<file path="config.mk">
export PLATFORM = sky130hd
export DESIGN_NAME = apc_readout_config
export DESIGN_NICKNAME = d
export VERILOG_FILES = /design/src/rtl/apc_window_mem.v /design/src/rtl/apc_readout_config.v
export VERILOG_INCLUDE_DIRS = /design/src /design/src/rtl
export SDC_FILE = /design/constraint.sdc
export NUM_CORES = 1
export LEC_CHECK = 0
export BUFFER_PORTS_ARGS = -buffer_cell sky130_fd_sc_hd__buf_4
export CAP_MARGIN = 20
export CORE_MARGIN = 1.5
export CORE_UTILIZATION = 25
export CTS_CLUSTER_SIZE = 10
export DETAILED_ROUTE_END_ITERATION = 10
export PLACE_DENSITY = 0.43
export SLEW_MARGIN = 15
export SYNTH_ARGS = -nofsm -noshare
export SYNTH_HDL_FRONTEND = slang
export SYNTH_SLANG_ARGS = --single-unit
</file>
<file path="constraint.sdc">
create_clock -name clk_sys -period 25.4 [get_ports clk_sys]
set_input_delay 0 -clock clk_sys [delete_from_list [all_inputs] [get_ports clk_sys]]
set_output_delay 0 -clock clk_sys [all_outputs]
set_load 0.05 [all_outputs]
</file>
<file path="src/rtl/apc_map.vh">
`ifndef APC_MAP_VH
`define APC_MAP_VH
`define APC_ADDR_THRESH_SRC  8'h9f
`define APC_ADDR_AZ_SCHED    8'ha4
`define APC_ADDR_FLICKER     8'ha7
`define APC_ADDR_PROX_FILT   8'haa
`define APC_RST_THRESH_SRC   8'h00
`define APC_RST_AZ_SCHED     8'hff
`define APC_RST_FLICKER      8'h00
`define APC_RST_PROX_FILT    8'h00
`define APC_MASK_THRESH_SRC  8'h07
`define APC_MASK_FLICKER     8'h10
`define APC_MASK_PROX_FILT   8'hcf
`define APC_AZ_NEVER         8'h00
`define APC_AZ_ONCE          8'hff
`define APC_HX_FIRST_BIT     6
`define APC_HX_SECOND_BIT    7
`define APC_DECIM_BIT        3
`define APC_FLICKER_BIT      4
`endif

</file>
<file path="src/rtl/apc_window_mem.v">
`timescale 1ns/1ps
// Eight-entry sample store for the proximity moving window; registered read
module apc_window_mem #(
  parameter DW = 10,
  parameter AW = 3
) (
  input  wire          clk_sys,
  input  wire          we,
  input  wire [AW-1:0] waddr,
  input  wire [DW-1:0] wdata,
  input  wire [AW-1:0] raddr,
  output reg  [DW-1:0] rdata
);
  reg [DW-1:0] mem [0:(1<<AW)-1];
  always @(posedge clk_sys) begin
    if (we) begin
      mem[waddr] <= wdata;
    end
    rdata <= mem[raddr];
  end
endmodule // apc_window_mem

</file>
<file path="src/rtl/apc_readout_config.v">
`timescale 1ns/1ps
`include "apc_map.vh"
// Summary of operation
// Three-bit field picks threshold light channel
// Interval zero disables autozero entirely
// Interval N autozeroes every N cycles
// Interval 255 autozeroes once, first only
// Each autozero resets light engine offsets
// Both crosstalk bits give 10-bit output
// Proximity average length is field plus one
// Decimate bit checks once per n cycles
// Flicker mode bit stored, read back
module apc_readout_config #(
  parameter PW = 10
) (
  input  wire          clk_sys,
  input  wire          resetn,
  input  wire          reg_wr,
  input  wire          reg_rd,
  input  wire [7:0]    reg_addr,
  input  wire [7:0]    reg_wdata,
  output reg  [7:0]    reg_rdata,
  input  wire          meas_start,
  input  wire          prox_valid,
  input  wire [PW-1:0] prox_sample,
  output reg  [2:0]    light_threshold_source_select,
  output reg           autozero_pulse,
  output reg           offset_reset,
  output reg           flicker_fifo_mode,
  output reg           high_crosstalk_active,
  output reg  [PW-1:0] prox_result,
  output reg           prox_result_valid,
  output reg           prox_check
);
  // ----------------------------------------------------------------
  // Register file
  // ----------------------------------------------------------------
  // Byte-wide reset images, so single fields can be picked out of them
  localparam [7:0] RST_THRESH = `APC_RST_THRESH_SRC;
  localparam [7:0] RST_FLICK  = `APC_RST_FLICKER;
  localparam [7:0] RST_PROX   = `APC_RST_PROX_FILT;

  reg [2:0] thresh_src;
  reg [7:0] autozero_interval;
  reg       flicker_mode;
  reg       high_crosstalk_first_enable;
  reg       high_crosstalk_second_enable;
  reg       prox_average_decimate;
  reg [2:0] prox_average_length;
  reg       sched_restart;

  always @(posedge clk_sys or negedge resetn) begin
    if (!resetn) begin
      thresh_src                   <= RST_THRESH[2:0];
      autozero_interval            <= `APC_RST_AZ_SCHED;
      flicker_mode                 <= RST_FLICK[`APC_FLICKER_BIT];
      high_crosstalk_first_enable  <= RST_PROX[`APC_HX_FIRST_BIT];
      high_crosstalk_second_enable <= RST_PROX[`APC_HX_SECOND_BIT];
      prox_average_decimate        <= RST_PROX[`APC_DECIM_BIT];
      prox_average_length          <= RST_PROX[2:0];
      sched_restart                <= 1'b0;
    end else begin
      sched_restart <= 1'b0;
      if (reg_wr) begin
        case (reg_addr)
          `APC_ADDR_THRESH_SRC: begin
            thresh_src <= reg_wdata[2:0];
          end
          `APC_ADDR_AZ_SCHED: begin
            autozero_interval <= reg_wdata;
            // Rewriting the schedule restarts its count and one-shot
            sched_restart     <= 1'b1;
          end
          `APC_ADDR_FLICKER: begin
            flicker_mode <= reg_wdata[`APC_FLICKER_BIT];
          end
          `APC_ADDR_PROX_FILT: begin
            high_crosstalk_second_enable <= reg_wdata[`APC_HX_SECOND_BIT];
            high_crosstalk_first_enable  <= reg_wdata[`APC_HX_FIRST_BIT];
            prox_average_decimate        <= reg_wdata[`APC_DECIM_BIT];
            prox_average_length          <= reg_wdata[2:0];
          end
          default: begin
          end
        endcase
      end
    end
  end

  // ----------------------------------------------------------------
  // Register read-back
  // ----------------------------------------------------------------
  // Read data registered; unmapped and reserved bits read zero
  reg [7:0] next_rdata;
  always @* begin
    next_rdata = 8'h00;
    case (reg_addr)
      `APC_ADDR_THRESH_SRC: next_rdata = {5'h00, thresh_src};
      `APC_ADDR_AZ_SCHED:   next_rdata = autozero_interval;
      `APC_ADDR_FLICKER:    next_rdata = {3'h0, flicker_mode, 4'h0};
      `APC_ADDR_PROX_FILT:  next_rdata = {high_crosstalk_second_enable,
                                          high_crosstalk_first_enable, 2'h0,
                                          prox_average_decimate, prox_average_length};
      default:              next_rdata = 8'h00;
    endcase
  end

  always @(posedge clk_sys or negedge resetn) begin
    if (!resetn) begin
      reg_rdata <= 8'h00;
    end else if (reg_rd) begin
      reg_rdata <= next_rdata;
    end
  end

  // ----------------------------------------------------------------
  // Autozero scheduler
  // ----------------------------------------------------------------
  reg [7:0] az_count;
  reg       az_once_done;
  reg       az_fire;
  always @* begin
    az_fire = 1'b0;
    if (autozero_interval == `APC_AZ_NEVER) begin
      az_fire = 1'b0;
    end else if (autozero_interval == `APC_AZ_ONCE) begin
      az_fire = !az_once_done;
    end else begin
      az_fire = (az_count == 8'h00);
    end
  end

  always @(posedge clk_sys or negedge resetn) begin
    if (!resetn) begin
      az_count       <= 8'h00;
      az_once_done   <= 1'b0;
      autozero_pulse <= 1'b0;
      offset_reset   <= 1'b0;
    end else begin
      autozero_pulse <= 1'b0;
      offset_reset   <= 1'b0;
      // A schedule rewrite beats a coinciding start, so the new
      // interval always counts from its own first measurement
      if (sched_restart) begin
        az_count     <= 8'h00;
        az_once_done <= 1'b0;
      end else if (meas_start) begin
        autozero_pulse <= az_fire;
        offset_reset   <= az_fire;
        if (autozero_interval == `APC_AZ_ONCE) begin
          az_once_done <= 1'b1;
        end
        // Count wraps at N-1 so cycle 0 of every N fires
        if (az_count >= autozero_interval - 8'h01) begin
          az_count <= 8'h00;
        end else begin
          az_count <= az_count + 8'h01;
        end
      end
    end
  end

  // ----------------------------------------------------------------
  // Static mode outputs
  // ----------------------------------------------------------------
  always @(posedge clk_sys or negedge resetn) begin
    if (!resetn) begin
      light_threshold_source_select <= 3'h0;
      flicker_fifo_mode             <= 1'b0;
      high_crosstalk_active         <= 1'b0;
    end else begin
      light_threshold_source_select <= thresh_src;
      flicker_fifo_mode             <= flicker_mode;
      high_crosstalk_active <= high_crosstalk_first_enable &
                               high_crosstalk_second_enable;
    end
  end

  // ----------------------------------------------------------------
  // Proximity moving average
  // ----------------------------------------------------------------
  // In normal mode each sample keeps only its low 8 bits, with no saturation,
  // so the result is at most 8 bits and the upper two read zero
  wire [PW-1:0] sample_in = high_crosstalk_active ? prox_sample :
                            {{(PW-8){1'b0}}, prox_sample[7:0]};

  reg  [2:0]    wr_ptr;
  reg  [3:0]    fill;
  reg  [PW+2:0] acc;
  reg  [2:0]    decim_cnt;
  reg           stage;
  reg  [PW-1:0] stage_sample;
  reg  [2:0]    last_len;
  reg           last_decim;
  reg           last_hx;
  wire [PW-1:0] old_sample;
  wire [3:0]    win_len = {1'b0, prox_average_length} + 4'h1;
  // The entry leaving the window was written n samples ago; it is read
  // one edge early so it is ready when the staged sample is summed
  wire [2:0]    oldest = wr_ptr - win_len[2:0];
  // Length, decimation or sample width changing makes the running sum
  // meaningless, so the window and the decimation phase start over
  wire          window_flush = (last_len != prox_average_length) ||
                               (last_decim != prox_average_decimate) ||
                               (last_hx != high_crosstalk_active);

  // ----------------------------------------------------------------
  // Window store
  // ----------------------------------------------------------------
  apc_window_mem #(
    .DW (PW),
    .AW (3)
  ) i_apc_window_mem (
    .clk_sys (clk_sys),
    .we      (prox_valid),
    .waddr   (wr_ptr),
    .wdata   (sample_in),
    .raddr   (oldest),
    .rdata   (old_sample)
  );

  // ----------------------------------------------------------------
  // Sample staging and change tracking
  // ----------------------------------------------------------------
  always @(posedge clk_sys or negedge resetn) begin
    if (!resetn) begin
      wr_ptr       <= 3'h0;
      stage        <= 1'b0;
      stage_sample <= {PW{1'b0}};
      last_len     <= RST_PROX[2:0];
      last_decim   <= RST_PROX[`APC_DECIM_BIT];
      last_hx      <= 1'b0;
    end else begin
      stage      <= prox_valid;
      last_len   <= prox_average_length;
      last_decim <= prox_average_decimate;
      last_hx    <= high_crosstalk_active;
      if (prox_valid) begin
        stage_sample <= sample_in;
        wr_ptr       <= wr_ptr + 3'h1;
      end
    end
  end

  // ----------------------------------------------------------------
  // Running sum and result
  // ----------------------------------------------------------------
  // A plain divider; the divisor is at most 8 and the quotient only
  // has to settle within one clock, so no iterative unit is used
  function [PW-1:0] apc_div;
    input [PW+2:0] sum;
    input [3:0]    n;
    reg   [PW+2:0] quot;
    begin
      quot    = sum / {{(PW-1){1'b0}}, n};
      apc_div = quot[PW-1:0];
    end
  endfunction

  reg [PW+2:0] next_acc;
  always @* begin
    next_acc = acc + {3'h0, stage_sample};
    if (fill == win_len) begin
      next_acc = next_acc - {3'h0, old_sample};
    end
  end

  always @(posedge clk_sys or negedge resetn) begin
    if (!resetn) begin
      fill              <= 4'h0;
      acc               <= {(PW+3){1'b0}};
      decim_cnt         <= 3'h0;
      prox_result       <= {PW{1'b0}};
      prox_result_valid <= 1'b0;
      prox_check        <= 1'b0;
    end else begin
      prox_result_valid <= 1'b0;
      prox_check        <= 1'b0;
      if (window_flush) begin
        fill      <= 4'h0;
        acc       <= {(PW+3){1'b0}};
        decim_cnt <= 3'h0;
      end else if (stage) begin
        acc <= next_acc;
        if (fill != win_len) begin
          fill <= fill + 4'h1;
        end
        if (!prox_average_decimate ||
            decim_cnt == prox_average_length) begin
          prox_result       <= apc_div(next_acc,
                                       (fill == win_len) ? win_len : fill + 4'h1);
          prox_result_valid <= 1'b1;
          prox_check        <= 1'b1;
        end
        if (decim_cnt == prox_average_length) begin
          decim_cnt <= 3'h0;
        end else begin
          decim_cnt <= decim_cnt + 3'h1;
        end
      end
    end
  end
endmodule // apc_readout_config

</file>
# ---- Word level (Yosys, flattened, before mapping)
# Memory sizes are Yosys's and may differ from the RTL's. A register that Yosys moved wholly into a read port is not among the register bits.
# Index checks and enable logic that the tools add are counted.
dict set report word_totals {
  rom_bits 0
  wordCells 98
  ram_bits 80
  ff_bits 92
  output_inout_bits 27
  mem_count 1
  latch_bits 0
  in_bits 32
}
# name words width rd rd_clocked_by_memory_dff wr line
set memory_table {}
lappend memory_table {i_apc_window_mem.mem 8 10 1 1 1 apc_window_mem.v:14} ;# reg [DW-1:0] mem [0:(1<<AW)-1];
dict set report classes {
  shift 0
  n_addsub 9
  bitwise 2
  multipliers 0
  mux 29
  eq_ne 11
  n_div 1
  n_lt_le_gt_ge 1
  n_reduce_logical 18
}
# op n
set ops {}
lappend ops {{8-bit == test, second input constant} 5}
lappend ops {{13-bit 2-to-1 mux} 3}
lappend ops {{8-bit case mux with 4 select lines} 1}
lappend ops {{8-bit 2-to-1 mux} 3}
lappend ops {{8-bit logical NOT} 2}
lappend ops {{4-bit 2-to-1 mux} 4}
lappend ops {{1-bit 2-to-1 mux} 14}
lappend ops {{13-bit by 10-bit adder with 13-bit output} 1}
lappend ops {{13-bit by 4-bit divider with 13-bit output} 1}
lappend ops {{13-bit by 10-bit subtractor with 13-bit output} 1}
lappend ops {{2-bit AND reduction} 6}
lappend ops {{10-bit 2-to-1 mux} 1}
lappend ops {{3-bit 2-to-1 mux} 3}
lappend ops {{8-bit by 1-bit adder with 8-bit output, second input constant} 1}
lappend ops {{8-bit >= comparator} 1}
lappend ops {{2-bit nonzero test} 4}
lappend ops {{8-bit by 1-bit subtractor with 8-bit output, second input constant} 1}
lappend ops {{3-bit by 1-bit adder with 3-bit output, second input constant} 2}
lappend ops {{3-bit by 1-bit adder with 4-bit output, second input constant} 1}
lappend ops {{4-bit by 1-bit adder with 4-bit output, second input constant} 1}
lappend ops {{4-bit == test} 1}
lappend ops {{4-bit != test} 1}
lappend ops {{3-bit == test} 1}
lappend ops {{1-bit logical OR} 3}
lappend ops {{other kinds (7)} 9}

# ---- Logic depth before layout (Yosys ltp)
# Gate-level depths: netlist (run 1).
dict set report logic_depth {
  word_depth 5
  ltp_mapped 119
  mapped_depth_nobuf 117
}

# ---- Hierarchy
# A second synthesis (run 1) with hierarchy kept.
dict set report hier_totals {
  cells_unflattened 1137
  area_unflattened_um2 12054.1
}
# module cells_per_inst seq_area_each_um2 area_each_um2 instances
set by_module_without_submodules {}
lappend by_module_without_submodules {apc_readout_config 999 2312.2 8720.9 1}
lappend by_module_without_submodules {apc_window_mem 138 2602.5 3333.2 1}

# ---- Worst setup path before layout (run 1)
# Ideal clock, no wire load.
dict set report synth_timing {
  path_kind {flip-flop to flip-flop}
  startpoint {reg acc[2]}
  endpoint {reg prox_result[0]}
  period_less_slack_ns 22.615
  arrival_time_ns 22.489
  n_path_buf 3
  slack_ns 2.785
  path_stages_with_launch 105
  required_ns 25.275
  setup_time_ns 0.125
  path_cell_list {dfrtp_1 ha_1 and3_1 a2111oi_2 o21ai_1 a311oi_1 a21boi_1 ha_1 and3_1 nand2_1 nand2_1 a2111o_1 o21bai_1 a211o_1 inv_2 ha_1 a31oi_1 a31oi_1 [... 69 more ...] mux2i_1 ha_1 nor2b_1 o21ai_0 nand2b_1 a21o_1 nor3_1 a32o_1 nand2_1 nor2_1 a21oi_1 ha_1 a21o_1 a21o_1 a211oi_1 nand4_1 a31oi_1 a2bb2oi_1}
}
dict set report synth_between {
  elab_chain_cells 4
}
# item line
set synth_lines {}
lappend synth_lines {{from (decl)} apc_readout_config.v:189} ;# reg [PW+2:0] acc;
lappend synth_lines {{from (signal assigned)} apc_readout_config.v:271} ;# acc <= {(PW+3){1'b0}};
lappend synth_lines {{from (signal assigned)} apc_readout_config.v:281} ;# acc <= {(PW+3){1'b0}};
lappend synth_lines {{from (signal assigned)} apc_readout_config.v:284} ;# acc <= next_acc;
lappend synth_lines {{13-bit by 10-bit adder with 13-bit output *} apc_readout_config.v:262} ;# next_acc = acc + {3'h0, stage_sample};
lappend synth_lines {{13-bit by 10-bit subtractor with 13-bit output} apc_readout_config.v:264} ;# next_acc = next_acc - {3'h0, old_sample};
lappend synth_lines {{13-bit 2-to-1 mux *} apc_readout_config.v:263} ;# if (fill == win_len) begin
lappend synth_lines {{13-bit by 4-bit divider with 13-bit output *} apc_readout_config.v:255} ;# quot = sum / {{(PW-1){1'b0}}, n};
lappend synth_lines {{to (signal assigned)} apc_readout_config.v:273} ;# prox_result <= {PW{1'b0}};
lappend synth_lines {{to (signal assigned)} apc_readout_config.v:290} ;# prox_result <= apc_div(next_acc,
lappend synth_lines {{to (decl)} apc_readout_config.v:31} ;# output reg [PW-1:0] prox_result,
# Mark *: on every way between the ends. The rest lies on a longest branch, timed or not.
# A chain may end at the register's enable or synchronous reset.

# ---- Final worst setup path (run 1)
dict set report layout_timing {
  startpoint {reg acc[1]}
  endpoint {reg prox_result[0]}
}
# The elaborated chain is that of the path after synthesis.

==> impl_summary.md, run 1 <==
STA
The hold violation count in the final report is 0. The clock period minus worst slack is 23690 ps. The setup slack of the critical path after layout is approximately 1700 ps.

The final hold slack is 51.59 ps. The final setup violation count is 0. The maximum frequency from static timing analysis is 42.22 MHz. In this run the tightest slew margin relative to its limit is 0.4172. The pin slew with the least headroom to its limit is 867.5 ps.

The max-slew violation count is 0. In the finished design, the share of the clock period the worst path needs comes to 0.9326. Across the routed clock network, the largest skew measured is 12.76 ps.

Yosys
The post-synthesis instance total is 1141. Synthesis inferred 182 register bits. Yosys attributes the largest share of cell area to edfxtp_1 (20%), dfrtp_1 (18%), ha_1 (8.9%). The most frequently used flop master after synthesis is dfrtp_1. The synthesized design contains 80 enable-type register cells. Sorting the synthesized cells by how often they occur yields nor2_1 (105), ha_1 (85), dfrtp_1 (84).

The biggest area contributor in the post-synthesis netlist is edfxtp_1. When the netlist entered floorplanning its net count stood at roughly 1300. The synthesized area per cell is 10.46 µm². After synthesis, the share of flip-flops with an asynchronous set or reset is 0.5055. The area of the mapped netlist is 0.01194 mm². The share of synthesized area in the top cell type comes to 0.2012.

The dominant cell by count in the synthesized netlist is nor2_1. The synthesis warning total is 0. The unique cell type count in the Yosys netlist is 98.

The share of synthesized area occupied by flip-flops and latches is 0.4117.

Hold path
The capture endpoint of the worst hold path is reg_rdata[5]$_DFFE_PN0P_. The start point of the worst hold path is reg_addr[1]. The path class of the tightest hold or removal check is in -> reg. Along the worst hold path, the cell count comes to 5.

Route
The number of nets with antenna violations after routing is 0. After detailed routing, the number of vias per cell comes to 4.876. For this block, the via count after detailed routing is 9054.

After detailed routing, the average wire length per cell comes to 16.65 µm. After the first detailed-routing iteration, the DRC count stood at a little over 500. After detailed routing, the total wire length is 30930 µm. In the routed design, unresolved DRC markers number 0. The number of optimization iterations in the first detailed-route pass is 5.

Clock tree
After clock tree synthesis, the clock-pin slew on the worst setup and hold paths is 70 ps. The clock reaches the later pin of the worst-skew pair after 450 ps. The buffer cell driving the clock tree root is clkbuf_16.

The number of clock buffers added by TritonCTS is 17. The H-tree was split into 4 levels. The clock tree from TritonCTS is done.

Counting every sink on the clock net gives about 180. In this run the deepest clock path goes through 2 buffers.

Place
The last weighted congestion value of the routability-driven placer is between 0.8 and 0.9. The number of input and output port buffers inserted is 58. The placed instances occupy a cell area of 0.01316 mm². The total half-perimeter wirelength after legalization and detailed placement is 22470 µm. The minimum setup slack after placement is -293.2 ps.

Global route
The wire length of the first global-routing pass is 49980 µm. The number of global-route vias before repair is 8955. The maximum number of pins on one net before global-route repair is 48. The residual overflow from global routing is 0. The overall global routing resource usage is 0.1286. The number of antenna violations at the first check in global routing is 0.

Die
The floorplan core area is 0.04685 mm². The floorplan has 79 rows. The initial core utilization is 0.2548. In this run the vertical extent of the chip is between 200 and 250 µm.

The die is 221.5 µm wide. The number of placed I/O pins is 59. The area of the die is 0.04907 mm².

Critical path
STA puts the critical path data arrival time at around 24000 ps. The critical-path maximum fanout is 13. The worst register-to-register path ends at prox_result[0]$_DFFE_PN0P_. For this design, the slowest cell found on the critical path is a2111o_1. The launch instance of the worst register-to-register path is acc[1]$_DFFE_PN0P_. Among the stages of the critical path, the cell type that occurs most often is ha_1. The worst setup path is launched from a register. For this run, the slowest stage of the critical path takes 450 ps. The reg-to-reg setup timing slack is 1710 ps. Counting cells, the worst reg-to-reg path comes to 112. Data on the critical path is required at its endpoint by 25730 ps. The type of the setup path with the least slack is reg -> reg. The worst setup path is captured at a register.

Job
The tool flagged a number of max-cap violations equal to 0.

Layout
The layout has ~5000 filler cells. The total area of multi-input combinational cells is roughly 0.007 mm². The number of antenna diodes in the final layout is 0.

The final layout contains 1357 nets. Summing all flip-flop and latch instances after layout gives 0.004915 mm². Compared with the post-synthesis result, the final layout area differs by 18.57%. The final design instance area without fill is around 0.014 mm².

In the final layout, the share of cells above drive strength 1 is 0.2000.

Run status
The flow ran to the end, and the final reports show no timing, DRC or antenna violations.
==> logic make-up (layout without fill, tap and decap cells) <==
logic type,count (synthesis),in the layout,synth area share
multiplexers,97,97,0.1084
AO/OA/AOI/OAI,273,273,0.1660
buffers and inverters,93,202,0.03176
adder cells (fa/ha/maj),89,89,0.09506
flip-flops,182,182,0.4117
XOR/XNOR,55,55,0.04150
AND/OR/NAND/NOR,352,352,0.1456
==> cells in the final DEF, fill, tap and decap left out, drive strengths merged, types with 14 or more instances in the layout <==
cell type and n:
a211oi 14, a21o 15, a21oi 44, and2 16, buf 88, clkbuf 20, dfrtp 84, dlygate4sd3 21
edfxtp 80, ha 85, inv 69, mux2 49, mux2i 28, mux4 20, nand2 70, nand2b 25
nand3 30, nor2 106, nor3 38, o21a 29, o21ai 62, xnor2 30, xor2 24
==> how the worst max path moves through the flow <==
stage / startpoint / to / depth (start not counted)
after floorplan: acc[2]$_DFFE_PN0P_ / prox_result[0]$_DFFE_PN0P_ / 104
after global placement: acc[3]$_DFFE_PN0P_ / prox_result[0]$_DFFE_PN0P_ / 106
after detailed placement: acc[3]$_DFFE_PN0P_ / prox_result[0]$_DFFE_PN0P_ / 106
after CTS: acc[3]$_DFFE_PN0P_ / prox_result[0]$_DFFE_PN0P_ / 107
after global routing: stage_sample[0]$_DFFE_PN0P_ / prox_result[0]$_DFFE_PN0P_ / 115
final: acc[1]$_DFFE_PN0P_ / prox_result[0]$_DFFE_PN0P_ / 112
==> sequential cells by signal, indices dropped and copies added, names as in the netlist, 4 cells and up <==
| register | cells |
|---|---|
| i_apc_window_mem.mem | 80 |
| i_apc_window_mem.rdata | 10 |
| fill | 4 |
| autozero_interval | 8 |
| acc | 13 |
| az_count | 8 |
| reg_rdata | 8 |
| prox_result | 10 |
| stage_sample | 10 |
==> final cells by class <==
class                      count  area share
sequential                   182      0.3472
clock buffer                  20     0.03156
multi-input combinational    866      0.4807
tap                          607     0.05366
timing repair buffer         109     0.06152
clock inverter                12    0.009193
inverter                      61     0.01618
==> critical path, delay by kind of cell, from the launching register on <==
kind,cells,cell delay [ps]
mux,10,2490
buf+inv,5,700
fa+ha+maj,15,4420
flops,1,400
compound gates,52,10220
simple gates,30,5370
==> layer usage <==
metal | share of wire | track usage
met1 | 0.47 | 0.1690
met2 | 0.48 | 0.2152
met3 | 0.030 | 0.02134
met4 | 0.016 | 0.04132
met5 | 0 | 0
==> stage by stage <==
step	TNS, ps	instances	util
global route	-35.79	1857	0.3021
finish	0	1857	0.3021
CTS	0	1850	0.2981
floorplan	0	1141	-
detailed placement	-293.2	1797	0.2809
global placement	0	1797	0.2809
==> timing repair <==
item / 4_1_cts / 5_1_grt
gates resized for setup: 3 / 31
pin swaps: 0 / 5
setup endpoints to repair: 1 / 2
endpoints found under the hold margin: 155 / 0
buffers inserted: 0 / 7
hold buffers: 21 / 0
Power of run 1 is not shown: default switching activity piles up to over one toggle a cycle in this logic, so the estimate is an artifact.
==> inputs of run 2 (changes only) <==
- BUFFER_PORTS_ARGS: -buffer_cell sky130_fd_sc_hd__buf_4 -> not set
- CORE_UTILIZATION: 25 -> 33
- DONT_BUFFER_PORTS: not set -> 1
- PLACE_DENSITY: 0.43 -> 0.51
==> run 2 against run 1 <==
Compared with the run above:
- clock skew down 1.4 ps
- setup slack lost 220 ps
- final area decreased by 3.3%
- non-clock buffer count decreased by 45
- hold slack worse by 9.8 ps
- via count down 0.24%
- register-to-register slack worse by 220 ps
- sequential share of layout area increased by 1.2 points
- flip-flop and latch count stayed put
- core utilization rose by 8.3 points
- critical endpoint unchanged
==> impl_summary.md, run 2 (synthesis gave the netlist of run 1 again) <==
Run status
The run finished with clean final reports.

Layout
The combined flip-flop and latch cell area is 0.004915 mm² (unchanged). The number of cells in the finished layout apart from fillers is 1667 (-10%). Leaving out fill and tap cells, the most frequent cells in the layout are nor2_1 (104), ha_1 (84), dfrtp_1 (84). The fill cell total of the finished layout came to 3548 (-27%). The largest register by flop count is i_apc_window_mem.mem. The final net count is 1312 (-3.3%). The largest registers in the layout are i_apc_window_mem.mem (80), acc (13).

Leaving out fill and tap cells, the most frequent cell in the layout is nor2_1. The total area of multi-input combinational cells came to 0.006777 mm² (-0.40%). The fraction of layout cells with a size suffix above 1 is 0.1627 (-0.03734). The layout overhead on the synthesized area is 14.67%. The number of flip-flops in the largest register is 80 (unchanged).

Clock tree
The CTS sink count is 182 (unchanged). The maximum level of the CTS H-tree came to 4 (unchanged). The later-pin clock latency in the skew report is 450 ps (about the same). The clock buffer count from CTS came to 17 (unchanged). The clock slew at the register clock pins of the worst setup and hold paths was 80 ps (about the same). The buffer cell driving the clock tree root is clkbuf_16. The worst-case clock buffer depth is 2 (unchanged). The clock tree from TritonCTS is done.

Place
The last weighted congestion value of the routability-driven placer is 0.8362 (+1.9%). The minimum setup slack after placement came to -264.0 ps (+29.28 ps). The total half-perimeter wirelength after legalization and detailed placement is 21650 µm (-3.6%). The number of placed instances with taps included is 1592 (-11%). The number of input and output port buffers inserted was 0 (-100%).

Global route
The number of antenna violations at the first check in global routing is 0 (unchanged). The number of global-route vias before repair came to 8993 (+0.42%). The residual overflow from global routing was 0 (unchanged). The overall global routing resource usage came to 0.1689 (+0.04026).

The maximum number of pins on one net before global-route repair is 93 (+94%). The wire length of the first global-routing pass is 48580 µm (-2.8%).

STA
The max-slew violation count is 0 (unchanged). The final setup violation count is 0 (unchanged). The clock period minus worst slack is 23910 ps (+224.8 ps).

The setup slack of the critical path after layout is 1488 ps (-224.8 ps). The post-route clock period utilization is 0.9414 (+0.008849). The tightest slew margin relative to the limit is 0.4062 (-0.01106).

The pin slew with the least headroom to its limit is 865.9 ps (-1.513 ps). The maximum frequency from static timing analysis is 41.82 MHz (-0.94%). The worst setup skew after layout is 11.39 ps (-1.363 ps). The hold violation count in the final report is 0 (unchanged).

Die
The site row count is 69 (-13%). The area of the die is 0.03732 mm² (-24%). The number of placed I/O pins came to 59 (unchanged). The initial core utilization is 0.3356 (+0.08083). The die span in x was 193.2 µm (-13%).

The floorplan core area is 0.03557 mm² (-24%). The die outline height is 193.2 µm (-13%).

Route
The number of vias after detailed routing is 9032 (-0.24%). The first-iteration detailed-routing DRC count came to 549 (+7.4%). The detail-routed net length per standard cell was 18.16 µm (+9.1%). The DRC violation count after routing is 0 (unchanged). The detail-routed via count per cell was 5.418 (+11%).

The number of nets with antenna violations after routing came to 0 (unchanged). The number of optimization iterations in the first detailed-route pass is 5 (unchanged). The final wirelength is 30280 µm (-2.1%).

Job
The count of maximum capacitance violations is 0 (unchanged).

Critical path
The critical path data required time is 25730 ps (about the same). The delay of the slowest cell on the worst path came to 460 ps (about the same). The worst-path cell with the longest stage delay is a2111o_1. STA classifies the critical path startpoint as a register. The nature of the critical path endpoint is a register. The critical-path maximum fanout came to 12 (-1). The cell repeated most along the worst path is ha_1. The type of the setup path with the least slack is reg -> reg.

The worst endpoint data arrival time is 24250 ps (+230 ps).

Hold path
The worst hold path belongs to the class in -> reg.
run 2: worst paths after layout:
path	startpoint	to	slack, ps	cells past startpoint
worst max-delay path	acc[1]$_DFFE_PN0P_	prox_result[0]$_DFFE_PN0P_	1490	110
worst min-delay path	reg_addr[3]	flicker_mode$_DFFE_PN0P_	40	4
worst max register to register	acc[1]$_DFFE_PN0P_	prox_result[0]$_DFFE_PN0P_	1490	110
worst min register to register	flicker_mode$_DFFE_PN0P_	flicker_fifo_mode$_DFF_PN0_	410	0
max in group asynchronous	resetn	autozero_interval[0]$_DFFE_PN1P_	24850	2
min in group asynchronous	resetn	acc[7]$_DFFE_PN0P_	160	2
run 2: stage by stage:
| step | hold slack [ps] | TNS [ps] | util | cell area [µm²] |
|---|---|---|---|---|
| after detailed placement | -292.9 | -264.0 | 0.3526 | 12540 |
| after CTS | 19.38 | 0 | 0.3789 | 13480 |
| final | 41.78 | 0 | 0.3849 | 13690 |
| after global routing | 56.03 | -59.14 | 0.3848 | 13690 |
| after global placement | -292.8 | 0 | 0.3523 | 12530 |
| after floorplan | -295.6 | 0 | - | 11940 |
run 2: critical path: cells and delay by family, from the launching register on:
kind                       cells  cell delay (ps)
muxes                         10             2570
adders and majority gates     15             4570
buffers and inverters          3              400
AOI/OAI and AO/OA             53            10550
and+or+nand+nor               29             5270
DFF                            1              400
run 2: routing by layer:
metal / share of wire / global-route usage / vias up
met5: 0 / 0 / -
met4: 0.019 / 0.05888 / 0
met3: 0.037 / 0.02805 / 40
met2: 0.47 / 0.2786 / 214
met1: 0.47 / 0.2237 / 4403
li1: - / - / 4375
run 2: cell type report:
type	count	area share
Timing Repair Buffer	64	0.04195
Multi-Input combinational cell	866	0.4950
Tap cell	461	0.04214
Clock buffer	17	0.03108
Antenna cell	1	0.0001828
Sequential cell	182	0.3590
Inverter	61	0.01673
Clock inverter	15	0.01389
run 2: what timing repair did:
| item | CTS | global route |
|---|---|---|
| gates cloned | 0 | 0 |
| buffers inserted | 0 | 13 |
| pin swaps | 0 | 4 |
| setup endpoints to repair | 1 | 2 |
| hold buffers | 29 | 0 |
| gates resized for setup | 3 | 22 |
| hold endpoints to repair | 221 | 0 |
Power of run 2 is left out for the same reason.
==> inputs of run 3 (changes only) <==
- clock period: 25.4 -> 26.2 ns (I/O delays scaled with it)
==> run 3 against run 2 <==
Compared with the run above:
- flip-flop and latch count did not move
- hold slack lost 27 ps
- sequential share of layout area is 0.26 points higher
- final area down 0.71%
- core utilization is 0.27 points lower
- via count is 1.9% lower
- wire length shrank 3.3%
==> impl_summary.md, run 3 (synthesis gave the netlist of run 1 again) <==
Run status
The flow ran to the end, and the final reports show no timing, DRC or antenna violations.

Die
The initial core utilization came to 0.3356 (unchanged). The area of the die is 0.03732 mm² (unchanged). The die outline height is 193.2 µm (unchanged). The die span in x came to 193.2 µm (unchanged). The site row count came to 69 (unchanged).

The floorplan core area is 0.03557 mm² (unchanged). The number of placed I/O pins is 59 (unchanged).

Route
The first-iteration detailed-routing DRC count is 580 (+5.6%). The final wirelength was 29300 µm (-3.3%). The detail-routed via count per cell is 5.356 (-1.1%).

The number of optimization iterations in the first detailed-route pass came to 5 (unchanged). The detail-routed net length per standard cell is 17.70 µm (-2.6%). The number of vias after detailed routing is 8864 (-1.9%). The DRC violation count after routing was 0 (unchanged). The number of nets with antenna violations after routing is 0 (unchanged).

Global route
The wire length of the first global-routing pass is 47680 µm (-1.8%). The residual overflow from global routing is 0 (unchanged). The number of antenna violations at the first check in global routing is 0 (unchanged). The number of global-route vias before repair is 8849 (-1.6%). The maximum number of pins on one net before global-route repair came to 93 (unchanged). The overall global routing resource usage is 0.1655 (-0.003372).

Layout
The layout overhead on the synthesized area is 13.86%. The antenna cell count is 0 (-1). The library cell used most frequently in the layout, excluding fill and tap cells, is nor2_1. The library cells used most frequently in the layout, excluding fill and tap cells, are nor2_1 (104), ha_1 (85), dfrtp_1 (84). The post-route core utilization was 0.3821 (-0.002744). In the final layout, the registers with the most flip-flops are i_apc_window_mem.mem (80), acc (13). Counting flops per register, the top entry is i_apc_window_mem.mem. The fraction of layout cells with a size suffix above 1 came to 0.1558 (-0.006877). The number of flip-flops in the largest register is 80 (unchanged). The final net count is 1301 (-0.84%).

Clock tree
The maximum level of the CTS H-tree is 4 (unchanged). The CTS sink count is 182 (unchanged). The worst-case clock buffer depth was 2 (unchanged). The clock buffer count from CTS is 17 (unchanged). TritonCTS built the clock tree. The later-pin clock latency in the skew report is 450 ps (about the same). The clock slew at the register clock pins of the worst setup and hold paths is 80 ps (about the same).

The buffer cell driving the clock tree root is clkbuf_16.

Critical path
The worst endpoint data arrival time is 24760 ps (+510 ps). On the critical path, the stage with the largest delay is an instance of a2111o_1. The nature of the critical path endpoint is a register. In this design, the critical path's most frequently occurring cell is ha_1. The critical path data required time was 26530 ps (+800 ps).

The critical-path maximum fanout is 12 (unchanged). The delay of the slowest cell on the worst path is 460 ps (about the same). The setup path with the least slack is of type reg -> reg.

The length in cells of the worst reg-to-reg path is 110 (unchanged). STA classifies the critical path startpoint as a register.

STA
The hold violation count in the final report is 0 (unchanged). The setup slack of the critical path after layout is 1773 ps (+285.5 ps). The post-route clock period utilization is 0.9323 (-0.009107). The maximum frequency from static timing analysis is 40.94 MHz (-2.1%).

The pin slew with the least headroom to its limit came to 922.5 ps (+56.55 ps). The max-slew violation count came to 0 (unchanged). The worst setup skew after layout is 8.407 ps (-2.986 ps). The final setup violation count was 0 (unchanged).

The final hold slack is 14.77 ps (-27.01 ps). The clock period minus worst slack came to 24430 ps (+514.5 ps). The tightest slew margin relative to the limit is 0.3674 (-0.03878).

Place
The last weighted congestion value of the routability-driven placer is 0.8644 (+3.4%). The minimum setup slack after placement is -324.6 ps (-60.64 ps). The total half-perimeter wirelength after legalization and detailed placement is 21250 µm (-1.8%). The number of input and output port buffers inserted is 0 (unchanged).

Hold path
The number of cells traversed by the worst hold path came to 1 (-3). In this run the worst hold path is classified as in -> reg.

Job
The count of maximum capacitance violations is 0 (unchanged).
[run 3: timing repair]
action	4_1_cts	5_1_grt
buffers inserted	0	6
setup endpoints to repair	1	2
hold buffers	28	0
pin swaps	0	3
gates cloned	0	0
resized for setup	3	25
hold endpoints to repair	215	0
[run 3: cell type report]
class	instances	area, µm²
clock inverter	14	165.2
tap	461	576.8
clock buffer	18	450.4
multi-input combinational	866	6770
fill	3500	21980
inverter	61	229.0
timing repair buffer	53	485.5
sequential	182	4915
[run 3: final timing paths]
check | from | end | slack, ps
worst max-delay path | acc[2]$_DFFE_PN0P_ | prox_result[0]$_DFFE_PN0P_ | 1770
worst min-delay path | prox_sample[8] | i_apc_window_mem.mem[7][8]$_DFFE_PP_ | 10
worst max register to register | acc[2]$_DFFE_PN0P_ | prox_result[0]$_DFFE_PN0P_ | 1770
worst min register to register | thresh_src[2]$_DFFE_PN0P_ | light_threshold_source_select[2]$_DFF_PN0_ | 410
max in group asynchronous | resetn | autozero_interval[7]$_DFFE_PN1P_ | 25660
min in group asynchronous | resetn | light_threshold_source_select[0]$_DFF_PN0_ | 160
[run 3: worst max-delay path, delay by kind of cell, from the launching register on]
family	cells	cell delay [ps]
adders and majority gates	15	4430
buffers and inverters	2	310
AOI/OAI and AO/OA	53	10300
muxes	9	2530
DFF	1	390
and+or+nand+nor	31	6330
[run 3: layer usage]
layer  up-vias  part of all wire  track usage
li1       4349                 -            -
met1      4321              0.48       0.2241
met2       164              0.47       0.2705
met3        30             0.039      0.03204
met4         0             0.015      0.04349
met5         -                 0            0
[run 3: metrics by stage]
step / cell area, µm² / TNS, ps / instances
final: 13590 / 0 / 1655
after global routing: 13590 / -51.63 / 1655
after CTS: 13440 / 0 / 1649
after detailed placement: 12510 / -324.6 / 1589
after global placement: 12510 / 0 / 1589
after floorplan: 11940 / 0 / 1141
Power of run 3 is left out for the same reason.
